[src/shared/sar_adc_serial_readout_regs.vh]
// constants for the serial readout of the 16-bit sampling converter
// assumes inclusion by bare name from the design files
`ifndef SAR_ADC_SERIAL_READOUT_REGS_VH
`define SAR_ADC_SERIAL_READOUT_REGS_VH
// result width in bits
`define RESULT_BITS 16
// falling edge after which the null bit is driven
`define NULL_EDGE 5
// falling edge count at which the msb-first stream begins
`define MSB_FIRST_EDGE 6
// falling edge count at which the lsb-first repeat begins
`define LSB_FIRST_EDGE 22
// falling edge count at which the output tri-states
`define TRISTATE_EDGE 37
// edge counter width
`define EDGE_CNT_BITS 6
// code for midscale input
`define CODE_MIDSCALE 16'h8000
// code for full scale input
`define CODE_FULLSCALE 16'hFFFF
// fifo depth on the result path
`define RESULT_FIFO_DEPTH 16
// bench link clock period, ns
`define LINK_PERIOD_NS 400
// system clock period, ns
`define CLK_PERIOD_NS 50
`endif

[src/rtl/sar_adc_serial_readout.v]
// serial readout sequencer of a 16-bit successive-approximation converter
// assumes select and bit clock come from a host off this clock; results from a
// core converter arrive on a valid/ready port and queue in a small fifo
// select high holds the sequencer at rest; each fall restarts it from sampling
// the core port ready flag comes from a shadow fill count so it leaves on a flop
// the lsb-first repeat reads a bit-mirrored copy of the held word
//
// Behaviour
// - falling select starts a new conversion and its serial transfer
// - first 4.5 to 5.0 bit clock periods sample the analog input
// - after fifth falling edge, enable output and drive one low null bit
// - next 16 periods shift the result out, most significant bit first
// - further clocks with select low resend result least significant first
// - after msb repeated, tri-state the output and ignore further clocks
// - new conversion only after select goes high then low again
// - serial data changes on each falling edge of the bit clock
// - power down after conversion completes and whenever select is high
// - result is straight binary, one step equals reference over 65536
// - raising select at any point ends the conversion in progress
// - select low is chip select, select high is shutdown
// - delivered bits are the oldest result waiting in the fifo, taken at the fifth falling edge
`timescale 1ns/100ps
`default_nettype none
`include "sar_adc_serial_readout_regs.vh"
module sar_adc_serial_readout #(
    parameter RESULT_BITS = `RESULT_BITS,
    parameter FIFO_DEPTH = `RESULT_FIFO_DEPTH
) (
    input wire CLK,
    input wire RST_N,
    input wire SELECT_OR_SHUTDOWN_N,
    input wire SERIAL_BIT_CLOCK,
    output reg SERIAL_DATA_OUT,
    output reg SERIAL_DATA_OE_N,
    input wire [RESULT_BITS-1:0] CORE_RESULT,
    input wire CORE_RESULT_VALID,
    output reg CORE_RESULT_READY,
    output reg SAMPLE_ACTIVE,
    output reg CONVERT_ACTIVE,
    output reg POWER_DOWN
);
    // one-hot sequencer states
    localparam [5:0] ST_SHUTDOWN = 6'h01;
    localparam [5:0] ST_SAMPLE = 6'h02;
    localparam [5:0] ST_NULL = 6'h04;
    localparam [5:0] ST_MSB_FIRST = 6'h08;
    localparam [5:0] ST_LSB_FIRST = 6'h10;
    localparam [5:0] ST_DONE = 6'h20;

    localparam [`EDGE_CNT_BITS-1:0] NULL_EDGE = `NULL_EDGE;
    localparam [`EDGE_CNT_BITS-1:0] LSB_FIRST_EDGE = `LSB_FIRST_EDGE;
    localparam [`EDGE_CNT_BITS-1:0] TRISTATE_EDGE = `TRISTATE_EDGE;
    // fill level at which the core port stops taking words
    localparam [4:0] FIFO_FULL = FIFO_DEPTH[4:0];

    wire sel_n_level;
    wire sel_fall;
    wire sclk_level;
    wire sclk_fall;
    wire [RESULT_BITS-1:0] fifo_data;
    wire fifo_valid;
    reg fifo_pop;
    reg [5:0] state_reg;
    reg [5:0] state_next;
    reg [`EDGE_CNT_BITS-1:0] edge_reg;
    reg [`EDGE_CNT_BITS-1:0] edge_next;
    reg [RESULT_BITS-1:0] word_reg;
    reg [RESULT_BITS-1:0] word_next;
    reg [4:0] bit_reg;
    reg [4:0] bit_next;
    reg dout_next;
    reg oe_n_next;
    // result queue bookkeeping and the mirrored word
    reg [4:0] fill_reg;
    reg [4:0] fill_next;
    wire fifo_room;
    wire core_take;
    wire [RESULT_BITS-1:0] word_rev;

    // select the bit of the held word at a given index
    function pick_bit;
        input [RESULT_BITS-1:0] word;
        input [4:0] idx;
        begin
            pick_bit = word[idx[3:0]];
        end
    endfunction

    // true when the falling edge now seen brings the count to the target
    function edge_hits;
        input [`EDGE_CNT_BITS-1:0] cnt;
        input [`EDGE_CNT_BITS-1:0] target;
        begin
            edge_hits = (cnt + 1'b1 == target);
        end
    endfunction

    // bit-mirrored copy of the held word for the lsb-first repeat
    genvar gi;
    generate
        for (gi = 0; gi < RESULT_BITS; gi = gi + 1) begin : g_mirror
            assign word_rev[gi] = word_reg[RESULT_BITS-1-gi];
        end
    endgenerate

    // select pin inverted then synchronised; idles low while deselected
    edge_sync #(
        .RESET_LEVEL(1'b0)
    ) u_sel_sync (
        .clk(CLK),
        .rst_n(RST_N),
        .async_in(~SELECT_OR_SHUTDOWN_N),
        .level_out(sel_n_level),
        .rise_out(sel_fall),
        .fall_out()
    );

    // bit clock synchronised, falling edges found on the system clock
    edge_sync #(
        .RESET_LEVEL(1'b0)
    ) u_sclk_sync (
        .clk(CLK),
        .rst_n(RST_N),
        .async_in(SERIAL_BIT_CLOCK),
        .level_out(sclk_level),
        .rise_out(),
        .fall_out(sclk_fall)
    );

    // result queue from the converter core toward the shifter
    result_fifo #(
        .WIDTH(RESULT_BITS),
        .DEPTH(FIFO_DEPTH),
        .AW(4)
    ) u_result_fifo (
        .clk(CLK),
        .rst_n(RST_N),
        .in_data(CORE_RESULT),
        .in_valid(core_take),
        .in_ready(fifo_room),
        .out_data(fifo_data),
        .out_valid(fifo_valid),
        .out_ready(fifo_pop)
    );

    // a core word is taken only while the registered ready is up
    assign core_take = CORE_RESULT_VALID & CORE_RESULT_READY & fifo_room;

    // shadow of the fifo fill count, so ready can leave on a flop
    always @* begin
        fill_next = fill_reg;
        if (core_take && !fifo_pop) begin
            fill_next = fill_reg + 1'b1;
        end else if (fifo_pop && !core_take) begin
            fill_next = fill_reg - 1'b1;
        end
    end

    // ready drops at the same edge that fills the last free slot
    always @(posedge CLK or negedge RST_N) begin
        if (!RST_N) begin
            fill_reg <= 5'h00;
            CORE_RESULT_READY <= 1'b0;
        end else begin
            fill_reg <= fill_next;
            CORE_RESULT_READY <= (fill_next != FIFO_FULL);
        end
    end

    // sequencer next state; sel_n_level is the inverted pin, high means selected
    always @* begin
        state_next = state_reg;
        edge_next = edge_reg;
        word_next = word_reg;
        bit_next = bit_reg;
        dout_next = SERIAL_DATA_OUT;
        oe_n_next = SERIAL_DATA_OE_N;
        fifo_pop = 1'b0;
        // a fresh fall shows one cycle before the synchronised level follows it
        if (!sel_n_level && !sel_fall) begin
            // select high: shutdown, counters held at start, output released
            state_next = ST_SHUTDOWN;
            edge_next = {`EDGE_CNT_BITS{1'b0}};
            bit_next = 5'h00;
            dout_next = 1'b0;
            oe_n_next = 1'b1;
        end else begin
            case (state_reg)
                ST_SHUTDOWN: begin
                    // only a fresh falling select leaves shutdown
                    if (sel_fall) begin
                        state_next = ST_SAMPLE;
                        edge_next = {`EDGE_CNT_BITS{1'b0}};
                    end
                end
                ST_SAMPLE: begin
                    // input sampled until the fifth falling edge
                    if (sclk_fall) begin
                        edge_next = edge_reg + 1'b1;
                        if (edge_hits(edge_reg, NULL_EDGE)) begin
                            state_next = ST_NULL;
                            dout_next = 1'b0;
                            oe_n_next = 1'b0;
                            fifo_pop = fifo_valid;
                            word_next = fifo_valid ? fifo_data : {RESULT_BITS{1'b0}};
                        end
                    end
                end
                ST_NULL: begin
                    // msb goes out on the falling edge ending the null bit
                    if (sclk_fall) begin
                        edge_next = edge_reg + 1'b1;
                        state_next = ST_MSB_FIRST;
                        bit_next = 5'h0E;
                        dout_next = word_reg[RESULT_BITS-1];
                    end
                end
                ST_MSB_FIRST: begin
                    // msb-first stream, one bit per falling edge
                    if (sclk_fall) begin
                        edge_next = edge_reg + 1'b1;
                        if (edge_hits(edge_reg, LSB_FIRST_EDGE)) begin
                            // lsb already out; repeat starts with bit one
                            state_next = ST_LSB_FIRST;
                            bit_next = 5'h01;
                            dout_next = pick_bit(word_reg, 5'h01);
                        end else begin
                            dout_next = pick_bit(word_reg, bit_reg);
                            bit_next = bit_reg - 1'b1;
                        end
                    end
                end
                ST_LSB_FIRST: begin
                    // lsb-first repeat, one bit per falling edge
                    if (sclk_fall) begin
                        edge_next = edge_reg + 1'b1;
                        if (edge_hits(edge_reg, TRISTATE_EDGE)) begin
                            state_next = ST_DONE;
                            oe_n_next = 1'b1;
                            dout_next = 1'b0;
                        end else begin
                            // stream position p is read from the mirror at msb index - p
                            bit_next = bit_reg + 1'b1;
                            dout_next = pick_bit(word_rev, 5'h0E - bit_reg);
                        end
                    end
                end
                ST_DONE: begin
                    // further clocks have no effect until select rises
                    state_next = ST_DONE;
                end
                default: begin
                    state_next = ST_SHUTDOWN;
                    oe_n_next = 1'b1;
                end
            endcase
        end
    end

    // sequencer registers and pin outputs
    always @(posedge CLK or negedge RST_N) begin
        if (!RST_N) begin
            state_reg <= ST_SHUTDOWN;
            edge_reg <= {`EDGE_CNT_BITS{1'b0}};
            word_reg <= {RESULT_BITS{1'b0}};
            bit_reg <= 5'h00;
            SERIAL_DATA_OUT <= 1'b0;
            SERIAL_DATA_OE_N <= 1'b1;
        end else begin
            state_reg <= state_next;
            edge_reg <= edge_next;
            word_reg <= word_next;
            bit_reg <= bit_next;
            SERIAL_DATA_OUT <= dout_next;
            SERIAL_DATA_OE_N <= oe_n_next;
        end
    end

    // status flags decoded from the next state
    always @(posedge CLK or negedge RST_N) begin
        if (!RST_N) begin
            SAMPLE_ACTIVE <= 1'b0;
            CONVERT_ACTIVE <= 1'b0;
            POWER_DOWN <= 1'b1;
        end else begin
            SAMPLE_ACTIVE <= (state_next == ST_SAMPLE);
            CONVERT_ACTIVE <= (state_next == ST_NULL) | (state_next == ST_MSB_FIRST);
            // power down when deselected, during the lsb-first repeat, or when done
            POWER_DOWN <= (state_next == ST_SHUTDOWN) | (state_next == ST_DONE) |
                (state_next == ST_LSB_FIRST);
        end
    end

    // clock level kept for reference of the sampling logic
    wire unused_level;
    assign unused_level = sclk_level;
endmodule // sar_adc_serial_readout
`default_nettype wire

[src/rtl/edge_sync.v]
// two-stage synchroniser with rise and fall detection on the second stage
// assumes an asynchronous input and a free-running sampling clock
`timescale 1ns/100ps
`default_nettype none
module edge_sync #(
    parameter RESET_LEVEL = 1'b0
) (
    input wire clk,
    input wire rst_n,
    input wire async_in,
    output reg level_out,
    output wire rise_out,
    output wire fall_out
);
    reg meta_reg;
    reg sync_reg;
    // two flops, then a delayed copy for edge detection
    always @(posedge clk or negedge rst_n) begin
        if (!rst_n) begin
            meta_reg <= RESET_LEVEL;
            sync_reg <= RESET_LEVEL;
            level_out <= RESET_LEVEL;
        end else begin
            meta_reg <= async_in;
            sync_reg <= meta_reg;
            level_out <= sync_reg;
        end
    end
    // edges seen between second stage and its delayed copy
    assign rise_out = sync_reg & ~level_out;
    assign fall_out = ~sync_reg & level_out;
endmodule // edge_sync
`default_nettype wire

[src/rtl/result_fifo.v]
// small flip-flop fifo with valid/ready on both sides
// assumes one clock; reads and writes in the same cycle are allowed
`timescale 1ns/100ps
`default_nettype none
module result_fifo #(
    parameter WIDTH = 16,
    parameter DEPTH = 16,
    parameter AW = 4
) (
    input wire clk,
    input wire rst_n,
    input wire [WIDTH-1:0] in_data,
    input wire in_valid,
    output wire in_ready,
    output wire [WIDTH-1:0] out_data,
    output wire out_valid,
    input wire out_ready
);
    reg [WIDTH-1:0] mem_reg [0:DEPTH-1];
    reg [AW-1:0] wr_reg;
    reg [AW-1:0] rd_reg;
    reg [AW:0] cnt_reg;
    wire push;
    wire pop;
    assign in_ready = (cnt_reg != DEPTH[AW:0]);
    assign out_valid = (cnt_reg != {(AW+1){1'b0}});
    assign out_data = mem_reg[rd_reg];
    assign push = in_valid & in_ready;
    assign pop = out_valid & out_ready;
    // storage write
    always @(posedge clk) begin
        if (push) begin
            mem_reg[wr_reg] <= in_data;
        end
    end
    // pointers and fill count
    always @(posedge clk or negedge rst_n) begin
        if (!rst_n) begin
            wr_reg <= {AW{1'b0}};
            rd_reg <= {AW{1'b0}};
            cnt_reg <= {(AW+1){1'b0}};
        end else begin
            if (push) begin
                wr_reg <= (wr_reg == DEPTH[AW-1:0] - 1'b1) ? {AW{1'b0}} : wr_reg + 1'b1;
            end
            if (pop) begin
                rd_reg <= (rd_reg == DEPTH[AW-1:0] - 1'b1) ? {AW{1'b0}} : rd_reg + 1'b1;
            end
            if (push && !pop) begin
                cnt_reg <= cnt_reg + 1'b1;
            end else if (pop && !push) begin
                cnt_reg <= cnt_reg - 1'b1;
            end
        end
    end
endmodule // result_fifo
`default_nettype wire

[config.mk]
export PLATFORM = sky130hd
export DESIGN_NAME = sar_adc_serial_readout
export DESIGN_NICKNAME = d
export VERILOG_FILES = /design/src/rtl/sar_adc_serial_readout.v /design/src/rtl/edge_sync.v /design/src/rtl/result_fifo.v
export VERILOG_INCLUDE_DIRS = /design/src /design/src/shared
export SDC_FILE = /design/constraint.sdc
export NUM_CORES = 1
export LEC_CHECK = 0
export ABC_AREA = 1
export BUFFER_PORTS_ARGS = -buffer_cell sky130_fd_sc_hd__buf_2
export CAP_MARGIN = 10
export CORE_MARGIN = 2
export CORE_UTILIZATION = 40
export DETAILED_ROUTE_END_ITERATION = 7
export GPL_TIMING_DRIVEN = 1
export PLACE_DENSITY = 0.59
export SLEW_MARGIN = 25
export SYNTH_ARGS = -nofsm -noshare
export SYNTH_HDL_FRONTEND = slang
export SYNTH_SLANG_ARGS = --single-unit
[constraint.sdc]
create_clock -name CLK -period 7.44 [get_ports CLK]
set_input_delay 0.372 -clock CLK [delete_from_list [all_inputs] [get_ports CLK]]
set_output_delay 0.372 -clock CLK [all_outputs]
set_load 0.01 [all_outputs]
# Word-level counts from Yosys, hierarchy flattened
# Memory sizes are Yosys's and may differ from the RTL's.
# Index checks and enable logic that the tools add are counted.
# Widths: inputs -> output; s select.
# op_classes
bitwise	13
n_mux	51
add_sub_neg	10
eq_ne	29
n_lt_le_gt_ge	2
reduce_logical	23
# op_table
op	count
$mux 6	12
$mux 5	10
$pmux 6 s6	1
$ne 3x3->1 const B	8
$mux 1	19
$eq 6x3->1 const B	3
$eq 6x5->1 const B	3
$eq 6x6->1 const B	3
$mux 16	1
$add 5x1->5 const B	3
$pmux 5 s3	1
$sub 5x1->5 const B	3
$eq 6x1->1 const B	2
$eq 6x2->1 const B	2
$eq 6x4->1 const B	2
$pmux 6 s2	1
$lt 4x5->1 const B	2
$ne 5x5->1 const B	2
$reduce_and 5->1	2
$reduce_bool 5->1	2
$add 4x1->4 const B	2
$bmux 1 s4	2
$eq 4x4->1 const B	2
$mux 4	2
other kinds (18)	38
# totals
ff_bits	63
output_inout_bits	6
wordCells	149
mem_count	1
ramBits	256
inputBits	21
# mem_list
memory	depth	word_bits	rd	rd_ports_with_merged_regs	wr	line_no	source
u_result_fifo.mem_reg	16	16	1	0	1	result_fifo.v:19	reg [WIDTH-1:0] mem_reg [0:DEPTH-1];

# Logic depth before layout (Yosys ltp)
# depth
word_depth	10
ltp_mapped	17
ltp_nobuf	17

# Hierarchy
# A second synthesis with hierarchy kept.
# hier_totals
cells_unflattened	1608
area_unflattened_um2	15009.4
# modules_own_cells
module	cells_per_inst	n_inst	seq_area_each_um2	area_each_um2
result_fifo	1215	1	8012.7	12039.0
sar_adc_serial_readout	379	1	1079.8	2790.2
edge_sync	7	2	75.1	90.1

# Worst setup path after synthesis
# No wires, ideal clock.
# synth_path
path_kind	reg2reg
startpoint	register edge_reg[0]
endpoint	register u_result_fifo.cnt_reg[4]
arrival_time_ns	2.601
setup_slack_ns	4.713
n_path_buf	0
stages_incl_launch_ff	18
setup_ns	0.125
synth_period_minus_slack_ns	2.727
required_time_ns	7.315
path_cell_list	dfrtp_1 -> ha_1 -> nand2_1 -> inv_2 -> nor2_4 -> nand3_4 -> nor2_8 -> nand4_4 -> ha_1 -> inv_1 -> ha_1 -> nand2_1 -> nor2_1 -> a211oi_1 -> nand2_1 -> nand2_1 -> nor2_1 -> xor2_1
# synth_via
elab_chain_len	10
elab_cells_between_ends	12
classes_between	1 x add/sub; 1 x eq/ne; 5 x mux; 1 x bitwise; 4 x reduce/logical
# synth_rtl
element	line_no	source
start, declared	sar_adc_serial_readout.v:65	reg [`EDGE_CNT_BITS-1:0] edge_reg;
start signal, assigned	sar_adc_serial_readout.v:264	edge_reg <= {`EDGE_CNT_BITS{1'b0}};
start signal, assigned	sar_adc_serial_readout.v:271	edge_reg <= edge_next;
$add 6x1->6 *	sar_adc_serial_readout.v:94	edge_hits = (cnt + 1'b1 == target);
$eq 6x3->1 *	sar_adc_serial_readout.v:94	
$mux 1 *	sar_adc_serial_readout.v:200	if (edge_hits(edge_reg, NULL_EDGE)) begin
$mux 1 *	sar_adc_serial_readout.v:198	if (sclk_fall) begin
$mux 1 *	sar_adc_serial_readout.v:188	case (state_reg)
$mux 1 *	sar_adc_serial_readout.v:180	if (!sel_n_level && !sel_fall) begin
$and 1x1->1 *	result_fifo.v:29	assign pop = out_valid & out_ready;
$logic_not 1->1	result_fifo.v:49	if (push && !pop) begin
$logic_and 1x1->1	result_fifo.v:49	
$mux 5 or $reduce_bool 2->1 (tied branches)	-	
end signal, assigned	result_fifo.v:41	cnt_reg <= {(AW+1){1'b0}};
end signal, assigned	result_fifo.v:50	cnt_reg <= cnt_reg + 1'b1;
end signal, assigned	result_fifo.v:52	cnt_reg <= cnt_reg - 1'b1;
end, declared	result_fifo.v:22	reg [AW:0] cnt_reg;
# Every way passes the cells marked *; elsewhere a longest branch is shown, timed or not.
# A chain may end at the register's enable or synchronous reset.

# Worst setup path in the final report
# Ends and elaborated chain as after synthesis.

==> impl_metrics.tcl <==
set metrics [dict create \
    vias 9229 \
    nNetsFinal 1261 \
    status "completed" \
    synth.cell_area_um2 13600 \
    synthFlopType "edfxtp_1" \
    wirelength_mm 34.3 \
    ys_seq_area_frac 0.678 \
    yosys.area.top_type "edfxtp_1" \
    finalHoldViolCount 0 \
    drt-pass1-iter-count 5 \
    max_freq_mhz 333 \
    grt_pass1_vias 8860 \
    path_common_cell "nand2_1" \
    layout-drive-gt1-share 0.121 \
    yosysWarnings 0 \
    synth.distinct_cells 41 \
    place_ws_ns 4.44 \
    worst_slew_pin_slew_ns 0.977 \
    setup_violations 0 \
    core_area_um2 33500 \
    cts-hold-fix-buffers 2 \
    syn_nets 1231 \
    synth_edf_count 256 \
    remaining_drc_errors 0 \
    gp_congestion 0.819 \
    rsz0062_at_grt "no" \
    critical_path_class "reg2reg" \
    cts.htree.levels 2 \
    async_flop_share 0.195 \
    portBuffers 26 \
    synth_area_per_cell_um2 11.4 \
    ys_top_cells_by_count "edfxtp_1, o21ai_0, nor2_1" \
    place_hpwl_mm 19.0 \
    max_stage_delay_ns 0.46 \
    cts_buffer_depth 3 \
    fin_util 0.459 \
    worstPathMaxFanout 10 \
    end_kind "flop" \
    crit_buf_inv 2 \
    fin_crit_ns 3.00 \
    cp-start-kind "flop" \
    cts-resized-gates 0 \
    post-cts-setup-buffers 0 \
    clk_pin_slew_ns 0.06 \
    dieArea_um2 35600 \
    synth_cells 1193 \
    synth-seq-cells 318 \
    clock_latency_ns 0.52 \
    io_pins 27 \
    cts_sinks 318 \
    p_leak_nw 5.61 \
    peakVddDrop_mv 0.134 \
    area_growth_pct 12.9 \
    gr-total-overflow 0 \
    synth.most_common_cell "edfxtp_1" \
    timing.reg2reg.setup_slack_ns 4.44 \
    drv_cap 0 \
    ant_nets 0 \
    critPathTopFamily "simple AND/OR/NAND/NOR gates" \
    vias_per_cell 5.44 \
    grt_pass1_wl_mm 52.6 \
    largest_reg_flops 256 \
    initial_core_util 0.406 \
    cts_tree "done" \
    drtIter0Drc 906 \
    final.period_utilization 0.403 \
    cp.required_ns 7.84 \
    hold_path.class "in2async" \
    setup_ws_ns 4.44 \
    synth_top_cell_area_share 0.564 \
    grt_antenna_before_repair 0 \
    path_cells "ha_1 -> nand2_1 -> inv_2 -> nor2_4 -> nand3_4 -> nor2_8 -> nand4_4 -> ha_1 -> inv_1 -> ha_1 -> nand2_1 -> nor2_1 -> a211oi_1 -> nand2_1 -> nand2_1 -> nor2_1 -> xor2_1" \
    powerDensity_nw_per_um2 287 \
    slew_violations 0 \
    fin_setup_tns_ns 0 \
    ys_top_cells_by_area "edfxtp_1, dfrtp_1, o21ai_0" \
    route.detailed.wl_per_inst_um 20.2 \
    relSlewSlack 0.348 \
    worstPathArrival_ns 3.40 \
    cpMaxStageDelayCell "dfrtp_1" \
    die_h_um 189 \
    rows 67 \
    dieWidth_um 189 \
    root_buffer "clkbuf_16" \
    grt_start_max_net_pins 91 \
    numCtsBuffers 35 \
    finClkSkew_ns 0.0113 \
    grt_util_all_layers 0.194 \
]
[worst register-to-register path, delay by kind of cell (launching register included)]
kind	cells	cell delay, ns
xor gates and xnor gates	1	0.14
and+or+nand+nor	10	0.98
buffers and inverters	2	0.18
adders and majority gates	3	0.90
DFF	1	0.46
AOI/OAI and AO/OA	1	0.25
[report_power, final]
part / internal (W) / total, W / switching (W)
Combinational: 0.000170 / 0.000591 / 0.000421
Clock: 0.000934 / 0.00161 / 0.000679
Sequential: 0.00213 / 0.00221 / 0.0000792
Total: 0.00324 / 0.00442 / 0.00118
[final cells by class]
cell class	count	area (µm²)
fillers	3086	18100
flip-flops and latches	318	9250
multi-input cells	733	3900
clock buffers	54	967
well taps	448	561
inverters	85	322
repair buffers	50	315
clock inverters	9	78.8
diodes	1	2.50
[cells by family after synthesis]
logic type | count (synthesis) | synth area share
AO/OA/AOI/OAI | 301 | 0.124
XOR/XNOR | 9 | 0.00578
adder cells (fa/ha/maj) | 17 | 0.0162
buffers and inverters | 142 | 0.0400
flip-flops | 318 | 0.678
AND/OR/NAND/NOR | 406 | 0.136
[metal layers]
layer  global-route usage  routed length, µm
met1                0.277              15500
met2                0.307              16000
met3               0.0302               2130
met4               0.0571                683
met5                    0                  0
[path summary, 6_finish.rpt]
kind / startpoint / end / cells after the start
min in group CLK: CORE_RESULT[13] / u_result_fifo.mem_reg[11][13]$_DFFE_PP_ / 1
max in group asynchronous: RST_N / u_result_fifo.rd_reg[0]$_DFFE_PN0P_ / 2
worst max-delay path: edge_reg[0]$_DFFE_PN0P_ / u_result_fifo.cnt_reg[4]$_DFFE_PN0P_ / 17
worst min-delay path: RST_N / state_reg[5]$_DFF_PN0_ / 2
worst max register to register: edge_reg[0]$_DFFE_PN0P_ / u_result_fifo.cnt_reg[4]$_DFFE_PN0P_ / 17
worst min register to register: u_sel_sync.meta_reg$_DFF_PN0_ / u_sel_sync.sync_reg$_DFF_PN0_ / 0
[metrics by stage]
stage / cells / cell area, µm² / total power, W / hold WS, ns
2_1_floorplan: 1193 / 13600 / 0.00260 / 0.0764
4_1_cts: 1697 / 15400 / 0.00445 / 0.0978
3_5_place_dp: 1632 / 14300 / 0.00284 / 0.346
3_3_place_gp: 1632 / 14300 / 0.00283 / 0.334
5_1_grt: 1697 / 15400 / 0.00461 / 0.147
6_report: 1698 / 15400 / 0.00442 / 0.0537
[placed cells by master (no fill, tap or decap), types with 4 or more instances in the layout]
cell type,instances
a21oi_1,29
buf_2,26
buf_4,22
clkbuf_1,17
clkbuf_16,35
clkinv_1,4
clkinv_2,5
dfrtp_1,57
edfxtp_1,256
ha_1,16
inv_1,78
nand2_1,128
nand2_2,7
nand3_1,58
nand4_1,12
nor2_1,152
nor2_2,21
nor2_4,4
nor3_1,6
o211ai_1,9
o21ai_0,185
o21ai_1,4
o221ai_1,27
o22ai_1,41
xor2_1,8
(Power assumes the default switching activity.)
